--- config.mk ---
export PLATFORM = sky130hd
export DESIGN_NAME = twcam_core
export DESIGN_NICKNAME = d
export VERILOG_FILES = /design/src/pkg/twcam_pkg.sv /design/src/core/twcam_sync.sv /design/src/core/twcam_core.sv
export SDC_FILE = /design/constraint.sdc
export NUM_CORES = 1
export LEC_CHECK = 0
export ABC_AREA = 1
export BUFFER_PORTS_ARGS = -buffer_cell sky130_fd_sc_hd__buf_2
export CELL_PAD_IN_SITES_DETAIL_PLACEMENT = 0
export CELL_PAD_IN_SITES_GLOBAL_PLACEMENT = 1
export CORE_ASPECT_RATIO = 0.6
export CORE_MARGIN = 3
export CORE_UTILIZATION = 44
export CTS_BUF_LIST = sky130_fd_sc_hd__clkbuf_16
export CTS_CLUSTER_SIZE = 8
export DETAILED_ROUTE_END_ITERATION = 7
export PLACE_DENSITY_LB_ADDON = 0.12
export SYNTH_ARGS = -nofsm -noshare
export SYNTH_HDL_FRONTEND = slang
export SYNTH_SLANG_ARGS = --single-unit
--- constraint.sdc ---
create_clock -name sys_clk -period 3 [get_ports sys_clk]
set_input_delay 0.45 -clock sys_clk [delete_from_list [all_inputs] [get_ports sys_clk]]
set_output_delay 0.45 -clock sys_clk [all_outputs]
set_load 0.005 [all_outputs]
--- src/pkg/twcam_pkg.sv ---
// twcam_pkg: constants and carriers for the two-wire config, address match and recovery block
// assumes a byte-wide plain register port and a 200 MHz system clock
`default_nettype none
package twcam_pkg;
  // register offsets (byte index on the plain port)
  localparam logic [2:0] OFF_ENABLE_CLOCK_RATE = 3'h0;
  localparam logic [2:0] OFF_OWN_SLAVE_ID = 3'h1;
  localparam logic [2:0] OFF_TRANSFER_CTRL = 3'h2;
  localparam logic [2:0] OFF_MAIN_STATUS = 3'h3;
  localparam logic [2:0] OFF_LINE_STATUS = 3'h4;
  // enable_and_clock_rate fields
  localparam int ENABLE_BIT = 0;
  localparam int FREQ_LSB = 1;
  localparam logic [7:0] ENABLE_CLOCK_RATE_RESET = 8'h00;
  // own_slave_identity fields
  localparam int SLAVE_MATCH_ENABLE_BIT = 7;
  // transfer_control_reg fields
  localparam int START_BIT = 0;
  localparam int STOP_BIT = 1;
  // main_status_reg fields
  localparam int MASTER_BIT = 1;
  // line_status_reg fields
  localparam int BUSY_BIT = 0;
  localparam int BUS_ACTIVITY_BIT = 1;
  localparam int MATCH_BIT = 2;
  localparam int DATA_SENSE_BIT = 4;
  localparam int CLOCK_PULSE_BIT = 5;
  // minimum legal clock half period field value
  localparam logic [6:0] FREQ_MIN = 7'h08;

  // synchronised bus line levels
  typedef struct packed {
    logic scl;
    logic sda;
  } twcam_lines_s;

  // register port request
  typedef struct packed {
    logic [2:0] addr;
    logic [7:0] wdata;
    logic wr;
    logic rd;
  } twcam_req_s;
endpackage : twcam_pkg
`default_nettype wire

--- src/core/twcam_sync.sv ---
// twcam_sync: two flip-flop synchroniser for bus line inputs
// assumes inputs come from pins outside the sys_clk domain
`default_nettype none
module twcam_sync #(
  parameter int WIDTH = 2,
  parameter logic [WIDTH-1:0] IDLE = '1
) (
  input wire logic sys_clk,
  input wire logic rst_n,
  input wire logic [WIDTH-1:0] async,
  output logic [WIDTH-1:0] synced
);
  logic [WIDTH-1:0] stage1;

  // first stage feeds only the second stage
  always_ff @(posedge sys_clk or negedge rst_n) begin
    if (!rst_n) begin
      stage1 <= IDLE;
      synced <= IDLE;
    end else begin
      stage1 <= async;
      synced <= stage1;
    end
  end
endmodule : twcam_sync
`default_nettype wire

--- src/core/twcam_core.sv ---
// twcam_core: enable/clock rate, own-address match, bus-busy tracking, SDA recovery
// assumes open-drain SDA/SCL with external pull-ups; oe low means pin driven low
//
// Implementation choices: the plain strobed port and the address map.
`default_nettype none
module twcam_core
  import twcam_pkg::*;
#(
  parameter int IDLE_WIDTH = 16
) (
  input wire logic sys_clk,
  input wire logic rst_n,
  input wire twcam_req_s req,
  output logic [7:0] rdata,
  input wire logic scl_in,
  output logic scl_out,
  output logic scl_oe,
  input wire logic sda_in,
  output logic sda_out,
  output logic sda_oe,
  output logic [IDLE_WIDTH-1:0] idle_count
);
  typedef enum logic [1:0] {ST_IDLE, ST_START, ST_HOLD} twcam_mst_e;
  twcam_lines_s lines;
  twcam_lines_s prevLines;
  logic [7:0] enableClockRate;
  logic [7:0] ownSlaveIdentity;
  logic [7:0] transferControl;
  logic masterFlag;
  logic busActivity;
  logic matchFlag;
  logic addrBusy;
  logic clockPulseReq;
  logic pulseHigh;
  logic [7:0] halfCount;
  logic [3:0] bitCount;
  logic [6:0] shiftAddr;
  logic enabled;
  logic startCond;
  logic stopCond;
  logic sclRise;
  logic halfDone;
  logic wrBusy;
  logic sclDriveLow;
  logic sdaDriveLow;
  logic [7:0] halfPeriod;
  twcam_mst_e mstState;

  assign enabled = enableClockRate[ENABLE_BIT];
  // half period in cycles: 2 * field value
  assign halfPeriod = {enableClockRate[7:FREQ_LSB], 1'b0};
  assign halfDone = (halfCount >= halfPeriod - 8'h01);
  assign wrBusy = req.wr && req.addr == OFF_LINE_STATUS && req.wdata[BUS_ACTIVITY_BIT];

  // synchronise both bus lines
  twcam_sync #(.WIDTH(2), .IDLE(2'b11)) u_sync (
    .sys_clk(sys_clk),
    .rst_n(rst_n),
    .async({scl_in, sda_in}),
    .synced(lines)
  );

  // line edge and condition detection on synchronised levels
  always_ff @(posedge sys_clk or negedge rst_n) begin
    if (!rst_n) begin
      prevLines <= '1;
    end else begin
      prevLines <= lines;
    end
  end
  assign startCond = enabled && lines.scl && prevLines.scl && prevLines.sda && !lines.sda;
  assign stopCond = enabled && lines.scl && prevLines.scl && !prevLines.sda && lines.sda;
  assign sclRise = lines.scl && !prevLines.scl;

  // enable and clock rate register
  always_ff @(posedge sys_clk or negedge rst_n) begin
    if (!rst_n) begin
      enableClockRate <= ENABLE_CLOCK_RATE_RESET;
    end else if (req.wr && req.addr == OFF_ENABLE_CLOCK_RATE) begin
      enableClockRate <= req.wdata;
    end
  end

  // own identity register, intentionally without reset
  always_ff @(posedge sys_clk) begin
    if (req.wr && req.addr == OFF_OWN_SLAVE_ID) begin
      ownSlaveIdentity <= req.wdata;
    end
  end

  // transfer control: start request held until start is sent
  always_ff @(posedge sys_clk or negedge rst_n) begin
    if (!rst_n) begin
      transferControl <= 8'h00;
    end else if (!enabled) begin
      transferControl <= 8'h00;
    end else if (req.wr && req.addr == OFF_TRANSFER_CTRL) begin
      transferControl <= req.wdata;
    end else if (mstState == ST_START && halfDone) begin
      transferControl[START_BIT] <= 1'b0;
    end else if (transferControl[STOP_BIT] && masterFlag && stopCond) begin
      transferControl[STOP_BIT] <= 1'b0;
    end
  end

  // bus activity flag: set wins over software clear
  always_ff @(posedge sys_clk or negedge rst_n) begin
    if (!rst_n) begin
      busActivity <= 1'b0;
    end else if (!enabled) begin
      busActivity <= 1'b0;
    end else if (startCond || !lines.sda || !lines.scl) begin
      busActivity <= 1'b1;
    end else if (stopCond || wrBusy) begin
      busActivity <= 1'b0;
    end
  end

  // idle time counter while the flag stays set and lines are high
  always_ff @(posedge sys_clk or negedge rst_n) begin
    if (!rst_n) begin
      idle_count <= '0;
    end else if (!busActivity || !lines.sda || !lines.scl) begin
      idle_count <= '0;
    end else if (idle_count != '1) begin
      idle_count <= idle_count + 1'b1;
    end
  end

  // master sequencer: start generation and master hold until stop
  always_ff @(posedge sys_clk or negedge rst_n) begin
    if (!rst_n) begin
      mstState <= ST_IDLE;
      masterFlag <= 1'b0;
    end else if (!enabled) begin
      mstState <= ST_IDLE;
      masterFlag <= 1'b0;
    end else begin
      case (mstState)
        ST_IDLE: begin
          if (transferControl[START_BIT] && !masterFlag && !busActivity) begin
            mstState <= ST_START;
          end
        end
        ST_START: begin
          if (halfDone) begin
            mstState <= ST_HOLD;
            masterFlag <= 1'b1;
          end
        end
        ST_HOLD: begin
          if (transferControl[STOP_BIT] && stopCond) begin
            mstState <= ST_IDLE;
            masterFlag <= 1'b0;
          end
        end
        default: begin
          mstState <= ST_IDLE;
        end
      endcase
    end
  end

  // clock pulse request: accepted only while SDA is low
  always_ff @(posedge sys_clk or negedge rst_n) begin
    if (!rst_n) begin
      clockPulseReq <= 1'b0;
      pulseHigh <= 1'b0;
    end else if (!enabled) begin
      clockPulseReq <= 1'b0;
      pulseHigh <= 1'b0;
    end else if (!clockPulseReq) begin
      if (req.wr && req.addr == OFF_LINE_STATUS && req.wdata[CLOCK_PULSE_BIT] && !lines.sda) begin
        clockPulseReq <= 1'b1;
      end
    end else if (halfDone && pulseHigh) begin
      clockPulseReq <= 1'b0;
      pulseHigh <= 1'b0;
    end else if (halfDone) begin
      pulseHigh <= 1'b1;
    end
  end

  // half period timer shared by start generation and clock pulse
  always_ff @(posedge sys_clk or negedge rst_n) begin
    if (!rst_n) begin
      halfCount <= 8'h00;
    end else if ((mstState == ST_START || clockPulseReq) && !halfDone) begin
      halfCount <= halfCount + 8'h01;
    end else begin
      halfCount <= 8'h00;
    end
  end

  // slave address capture and compare
  always_ff @(posedge sys_clk or negedge rst_n) begin
    if (!rst_n) begin
      bitCount <= 4'h0;
      shiftAddr <= 7'h00;
      matchFlag <= 1'b0;
      addrBusy <= 1'b0;
    end else if (!enabled || stopCond) begin
      bitCount <= 4'h0;
      matchFlag <= 1'b0;
      addrBusy <= 1'b0;
    end else if (startCond) begin
      bitCount <= 4'h0;
      matchFlag <= 1'b0;
      addrBusy <= !masterFlag;
    end else if (addrBusy && sclRise) begin
      if (bitCount < 4'h7) begin
        shiftAddr <= {shiftAddr[5:0], lines.sda};
        bitCount <= bitCount + 4'h1;
      end
      if (bitCount == 4'h7) begin
        addrBusy <= 1'b0;
        matchFlag <= ownSlaveIdentity[SLAVE_MATCH_ENABLE_BIT]
          && shiftAddr == ownSlaveIdentity[6:0];
      end
    end
  end

  // open-drain drive: start pulls SDA, pulse pulls SCL during its low half
  assign sdaDriveLow = (mstState == ST_START) || (mstState == ST_HOLD && !clockPulseReq);
  assign sclDriveLow = (clockPulseReq && !pulseHigh);
  assign sda_out = 1'b0;
  assign scl_out = 1'b0;
  assign sda_oe = !(enabled && sdaDriveLow && !transferControl[STOP_BIT]);
  assign scl_oe = !(enabled && sclDriveLow);

  // register read data, one cycle after the strobe
  always_ff @(posedge sys_clk or negedge rst_n) begin
    if (!rst_n) begin
      rdata <= 8'h00;
    end else if (req.rd) begin
      case (req.addr)
        OFF_ENABLE_CLOCK_RATE: rdata <= enableClockRate;
        OFF_OWN_SLAVE_ID: rdata <= ownSlaveIdentity;
        OFF_TRANSFER_CTRL: rdata <= transferControl;
        OFF_MAIN_STATUS: rdata <= {6'h00, masterFlag, 1'b0};
        OFF_LINE_STATUS: rdata <= {2'b00, clockPulseReq, lines.sda, 1'b0, matchFlag,
          busActivity, addrBusy || masterFlag || mstState == ST_START};
        default: rdata <= 8'h00;
      endcase
    end else begin
      rdata <= 8'h00;
    end
  end
endmodule : twcam_core
`default_nettype wire

# ---- Yosys cells after proc, flatten, opt, wreduce, memory -nomap -nowiden
# Cells that the tools add are included.
dict set report totals {
  regBits 81
  out_inout_bits 28
}
dict set report classes {
  bitwise 2
  n_mux 42
  add_sub_neg 4
  n_eq_ne 20
  n_reduce_logical 65
  n_lt_le_gt_ge 2
}
# cell n
set ops {}
lappend ops {{one-hot mux 8 bit (5 select lines)} 1}
lappend ops {{2-to-1 mux 16 bit} 2}
lappend ops {{logical AND 1 bit} 29}
lappend ops {{2-to-1 mux 1 bit} 24}
lappend ops {{2-to-1 mux 8 bit} 3}
lappend ops {{adder 16 x 1 -> 16 bit (second input constant)} 1}
lappend ops {{2-to-1 mux 4 bit} 4}
lappend ops {{!= test 16 bit (second input constant)} 1}
lappend ops {{!= test 3 x 1 -> 1 bit (second input constant)} 5}
lappend ops {{zero test 1 bit} 13}
lappend ops {{!= test 3 bit (second input constant)} 4}
lappend ops {{logical OR 1 bit} 10}
lappend ops {{2-to-1 mux 2 bit} 5}
lappend ops {{nonzero test 3 bit} 3}
lappend ops {{adder 8 x 1 -> 8 bit (second input constant)} 1}
lappend ops {{greater-or-equal comparator 8 bit} 1}
lappend ops {{AND reduction 2 bit} 4}
lappend ops {{subtractor 8 x 1 -> 8 bit (second input constant)} 1}
lappend ops {{== test 7 bit} 1}
lappend ops {{== test 3 x 2 -> 1 bit (second input constant)} 2}
lappend ops {{2-to-1 mux 6 bit} 1}
lappend ops {{one-hot mux 2 bit (3 select lines)} 1}
lappend ops {{AND reduction 3 bit} 2}
lappend ops {{adder 4 x 1 -> 4 bit (second input constant)} 1}
lappend ops {{13 further kinds} 15}

# ---- Logic depth before layout (Yosys ltp)
dict set report depth {
  word_depth 9
  depth_mapped 15
  ltp_nobuf 15
}

# ---- Hierarchy
# Synthesis repeated with hierarchy kept, for this count alone.
dict set report hier_totals {
  hier_cells 507
  area_unflattened_um2 4190.3
}
# module cells_each area_per_inst_um2 instances seq_area_each_um2
set modules_own_cells {}
lappend modules_own_cells {twcam_core 503 4085.2 1 1969.4}
lappend modules_own_cells {twcam_sync 4 105.1 1 105.1}

# ---- Worst setup path before layout
# OpenSTA, ideal clock, no wires.
dict set report synth_timing {
  path_kind {flip-flop to flip-flop}
  from {register enableClockRate[1]}
  to {register halfCount[3]}
  slack_ns 0.835
  period_less_slack_ns 2.165
  stages_incl_launch_ff 12
  setup_time_ns 0.089
  arrival_time_ns 2.076
  path_cell_list {dfrtp_1 -> inv_1 -> ha_1 -> nand2_1 -> nor4_1 -> xor2_1 -> inv_1 -> ha_1 -> a21o_1 -> nor2_1 -> o211ai_1 -> nor3_1}
}
dict set report synth_between {
  elab_chain_len 5
}
# element line
set synth_rtl {}
lappend synth_rtl {{from (decl)} twcam_core.sv:26} ;# logic [7:0] enableClockRate;
lappend synth_rtl {{from (signal assigned)} twcam_core.sv:80} ;# enableClockRate <= req.wdata;
lappend synth_rtl {{subtractor 8 x 1 -> 8 bit} twcam_core.sv:52} ;# assign halfDone = (halfCount >= halfPeriod - 8'h01);
lappend synth_rtl {{greater-or-equal comparator 8 bit} twcam_core.sv:52}
lappend synth_rtl {{zero test 1 bit} twcam_core.sv:188} ;# end else if ((mstState == ST_START || clockPulseReq) && !halfDone) begin
lappend synth_rtl {{logical AND 1 bit} twcam_core.sv:188}
lappend synth_rtl {{2-to-1 mux 8 bit} twcam_core.sv:188}
lappend synth_rtl {{to (signal assigned)} twcam_core.sv:189} ;# halfCount <= halfCount + 8'h01;
lappend synth_rtl {{to (decl)} twcam_core.sv:35} ;# logic [7:0] halfCount;
# Every way passes these cells.
# A chain may end at the register's enable or synchronous reset.

# ---- Worst setup path after layout
dict set report layout_timing {
  from {register enableClockRate[1]}
  to {register halfCount[7]}
}
# The elaborated chain is that of the path after synthesis.

==> run summary <==
The portion of the clock cycle consumed by the worst path in the final layout came out at ~82%. After clock tree synthesis, the setup repair step added 0 buffers. In this run the core area contains 26 standard-cell rows. The shortest period the worst path allows is 2.47 ns. Across the whole layout, storage elements account for between 2000 and 2500 um2. The depth of the CTS H-tree came out at 3. The internal portion of the total power is between 0.002 and 0.0025 W. The cell family contributing the most delay on the critical path is simple AND/OR/NAND/NOR gates. The number of design rule violations left after detail routing came out at 0. The post-synthesis mux area share came out at 0%. The insertion delay of the later-clocked pin in the worst-skew pair is around 0.34 ns.

The number of instances in the synthesized netlist is 508. After legalization and detailed placement, the total HPWL measured between 7 and 8 mm. The total of flip-flops plus latches after synthesis came out at roughly 80. Summing the areas of all compound-gate instances in the mapped netlist gives approximately 8.5% of the synthesized area. The leakage power total is 2.50 nW.

In the synthesized netlist the dominant register cell turns out to be sky130_fd_sc_hd__dfrtp_1. The summed instance area of the synthesized netlist came out at roughly 4200 um2. Summed over all failing endpoints, the final setup total negative slack is 0 ns. The total via count in the routed design came out at ~3,400. Yosys mapped the design onto 40 distinct sky130hd cell types.

The flow ran to the end, and the final reports show no timing, DRC or antenna violations. Post-CTS repair changed the size of 0 cells. The clock-pin slew on the worst setup and hold paths is 0.06 ns. The number of antenna diodes in the final layout is 0. For this run the aggregate overflow at the end of global routing stands at 0.

The startpoint type of the worst setup path is a register. The per-cell via count in the routed design came out at 4.95. Measured against its own limit, the worst slew margin works out to a little under two fifths. The clock skew after layout came out at 0.00592 ns. The data arrival time of the critical path came out at about 2.7 ns. The area growth from synthesis to layout is 15.0%. The total of hold buffers inserted after clock tree synthesis is 0.

In this run the tool buffered the top-level ports with between 40 and 50 buffer cells. The root cell of the clock tree is sky130_fd_sc_hd__clkbuf_16. The required time of the critical path is 3.25 ns. The switching power summed over all nets came out at 0.000754 W. The number of global-route vias before repair is between 3,000 and 4,000. The synthesized-area fraction occupied by xor and xnor cells came out at 1.87%. TritonCTS built the clock tree.

The placeable core region is 8910 um2. The Yosys step of the flow raised 0 warnings. The type of the worst setup path is reg2reg. Of all nets on the critical path, the largest fanout is 8. The global-route total usage across every layer is roughly a fifth. The layout has between 800 and 900 filler cells. After synthesis, flip-flops and latches occupy 49.2% of the total area. Max-cap violations in this run came to 0. The power share of the sequential group is between 40% and 50%. The fraction of power consumed by combinational cells is a little over an eighth. The die covers about 11,000 um2.

The minimum hold slack came out at between 0.2 and 0.25 ns. The number of buffers and inverters on the critical path came out at 2. The worst-case clock buffer depth is 2.

The final-report hold violation count was 0. The highest ir drop seen on vdd is around 260 uV. The fraction of final layout cells with drive strength greater than 1 came out at approximately 18%. The number of detailed-routing iterations run before antenna repair is 6.

The first global-routing pass estimated between 15 and 20 mm of wire. The number of sinks driven by the clock tree is 81. The cell area after placement is between 4000 and 5000 um2. The switching fraction of total power is a little over a quarter. The power density over the cells came out at between 500 and 600 nW/um2. After synthesis, the share of flip-flops with an asynchronous set or reset is 90.1%. Setup violations remaining at the end of the flow were counted as 0. The total length of routed wires came out at ~10 mm.

The net count of the finished layout is around 580. The multi-input combinational cells in the finished layout cover a total of between 1500 and 2000 um2. The weighted congestion reported at the end of routability-driven placement is 0.829. The simple-gate share of the synthesized area came out at 28.4%. In this run the remaining antenna-violating nets after routing total 0.

The initial utilization of the core area, before any placement, comes to between 40% and 50%. The number of slew-limit violations in the final report is 0. The dominant combinational cell family by area after synthesis is simple AND/OR/NAND/NOR gates. The DRC marker count from the first detailed-route iteration came out at 210. The number of top-level pins is 45. The number of antenna violations at the first check in global routing was 0. For this design, the slowest cell found on the critical path is sky130_fd_sc_hd__dfrtp_1.

In this run the vertical extent of the chip is about 82 um. In this run, the clock network consumes about two fifths of the power. After synthesis, the mean cell area works out to roughly 8.3 um2. Clock tree synthesis inserted a total of 9 buffers. Setup repair after global routing left no endpoint under its margin.

The routed wirelength normalized by instance count is roughly 15 um. The register-to-register setup slack is 0.53 ns. The overall die width came out at 132 um. The adder-cell area share of the yosys netlist is ~3.3%. For the pin with the worst max-slew slack, the measured transition is approximately 0.94 ns. The largest stage delay on the critical path is 0.40 ns. The worst setup path is captured at a register. The signal on the critical path passes through inv_1 -> ha_1 -> nand2_1 -> nor4_1 -> xor2_1 -> inv_1 -> ha_1 -> a21o_1 -> nor2_1 -> o211ai_1 -> nor3_1. The final design instance area without fill came out at 4850 um2. The pin count of the biggest net entering global routing came out at between 70 and 80. The worst hold path belongs to the class in2reg. In this run, synthesis inferred 8 flip-flops with an integrated enable.

Timing would allow up to ~0.4 GHz.
## power by group through the flow
stage	Clock (W)	Combinational, W	Sequential [W]
6_report	0.00117	0.000375	0.00125
5_1_grt	0.00124	0.000433	0.00127
4_1_cts	0.00120	0.000379	0.00125
3_5_place_dp	0	0.000375	0.00127
3_3_place_gp	0	0.000372	0.00127
2_1_floorplan	0	0.000271	0.00125
## worst reg2reg max path, stage by stage (launching register included)
cell	delay [ns]
sky130_fd_sc_hd__dfrtp_1	0.40
sky130_fd_sc_hd__inv_1	0.11
sky130_fd_sc_hd__ha_1	0.20
sky130_fd_sc_hd__nand2_1	0.08
sky130_fd_sc_hd__nor4_1	0.23
sky130_fd_sc_hd__xor2_1	0.18
sky130_fd_sc_hd__inv_1	0.06
sky130_fd_sc_hd__ha_1	0.28
sky130_fd_sc_hd__a21o_1	0.16
sky130_fd_sc_hd__nor2_1	0.17
sky130_fd_sc_hd__o211ai_1	0.29
sky130_fd_sc_hd__nor3_1	0.22
## area by class of cell
class	count	area share [%]
Clock buffer	9	4.64
Clock inverter	7	1.99
Inverter	82	6.35
Multi-Input combinational cell	339	36.6
Sequential cell	81	42.8
Tap cell	126	3.25
Timing Repair Buffer	42	4.38
## metrics by stage
| stage | worst slack, ns | utilization, % | cells | total power (W) |
|---|---|---|---|---|
| final | 0.526 | 54.4 | 686 | 0.00280 |
| after floorplan | 0.835 | - | 509 | 0.00152 |
| after global routing | 0.282 | 54.4 | 686 | 0.00294 |
| after global placement | 0.619 | 50.8 | 670 | 0.00164 |
| after detailed placement | 0.495 | 50.8 | 670 | 0.00165 |
| after CTS | 0.480 | 54.4 | 686 | 0.00283 |
## Yosys cell counts, types with 8 or more instances
cell	count	area share (%)
sky130_fd_sc_hd__a21oi_1	10	1.2
sky130_fd_sc_hd__dfrtp_1	67	40
sky130_fd_sc_hd__edfxtp_1	8	5.7
sky130_fd_sc_hd__ha_1	11	3.3
sky130_fd_sc_hd__inv_1	80	7.1
sky130_fd_sc_hd__nand2_1	124	11
sky130_fd_sc_hd__nand3_1	40	4.7
sky130_fd_sc_hd__nand4_1	10	1.5
sky130_fd_sc_hd__nor2_1	47	4.2
sky130_fd_sc_hd__nor3_1	11	1.3
sky130_fd_sc_hd__o21ai_0	19	2.3
sky130_fd_sc_hd__o21ai_2	8	1.7
sky130_fd_sc_hd__o22ai_1	11	1.6
## cell usage in the layout, fill, tap and decap left out, types with 9 or more instances in the layout
master / synthesis / routed
sky130_fd_sc_hd__o21ai_0: 19 / 19
sky130_fd_sc_hd__nor2_1: 47 / 47
sky130_fd_sc_hd__a21oi_1: 10 / 10
sky130_fd_sc_hd__nor3_1: 11 / 11
sky130_fd_sc_hd__nand2_1: 124 / 124
sky130_fd_sc_hd__dfrtp_1: 67 / 67
sky130_fd_sc_hd__nand3_1: 40 / 40
sky130_fd_sc_hd__buf_2: 2 / 41
sky130_fd_sc_hd__ha_1: 11 / 11
sky130_fd_sc_hd__inv_1: 80 / 81
sky130_fd_sc_hd__nand4_1: 10 / 10
sky130_fd_sc_hd__o22ai_1: 11 / 11
sky130_fd_sc_hd__clkbuf_16: 0 / 9
## worst paths after layout
kind | endpoint | startpoint | cells past startpoint
worst min register to register | u_sync.synced[0] | u_sync.stage1[0] | 0
worst min-delay path | u_sync.stage1[1] | scl_in | 1
worst max register to register | halfCount[7] | enableClockRate[1] | 11
max in group asynchronous | idle_count[5] | rst_n | 1
worst max-delay path | halfCount[7] | enableClockRate[1] | 11
min in group asynchronous | rdata[4] | rst_n | 1
## kinds of logic (layout without fill, tap and decap cells)
family                   Yosys count  in the layout
AO/OA/AOI/OAI                     58             58
XOR/XNOR                           9              9
adder cells (fa/ha/maj)           11             11
buffers and inverters             89            140
flip-flops                        81             81
other                              1              2
AND/OR/NAND/NOR                  259            259
## metal layers
layer	global-route usage [%]	part of all wire, %	vias up
met5	0	0	-
met4	5.29	0.85	0
met3	4.96	5.8	8
met2	25.8	37	90
met1	31.9	56	1574
li1	-	-	1726
## flip-flops by register name, summed over array words and instances (netlist names)
signal	count
addrBusy	1
bitCount	4
busActivity	1
clockPulseReq	1
enableClockRate	8
halfCount	8
idle_count	16
masterFlag	1
matchFlag	1
mstState	2
ownSlaveIdentity	8
prevLines	2
pulseHigh	1
rdata	8
shiftAddr	7
transferControl	8
u_sync.stage1	2
u_sync.synced	2
Power figures use the tool's default switching activity.
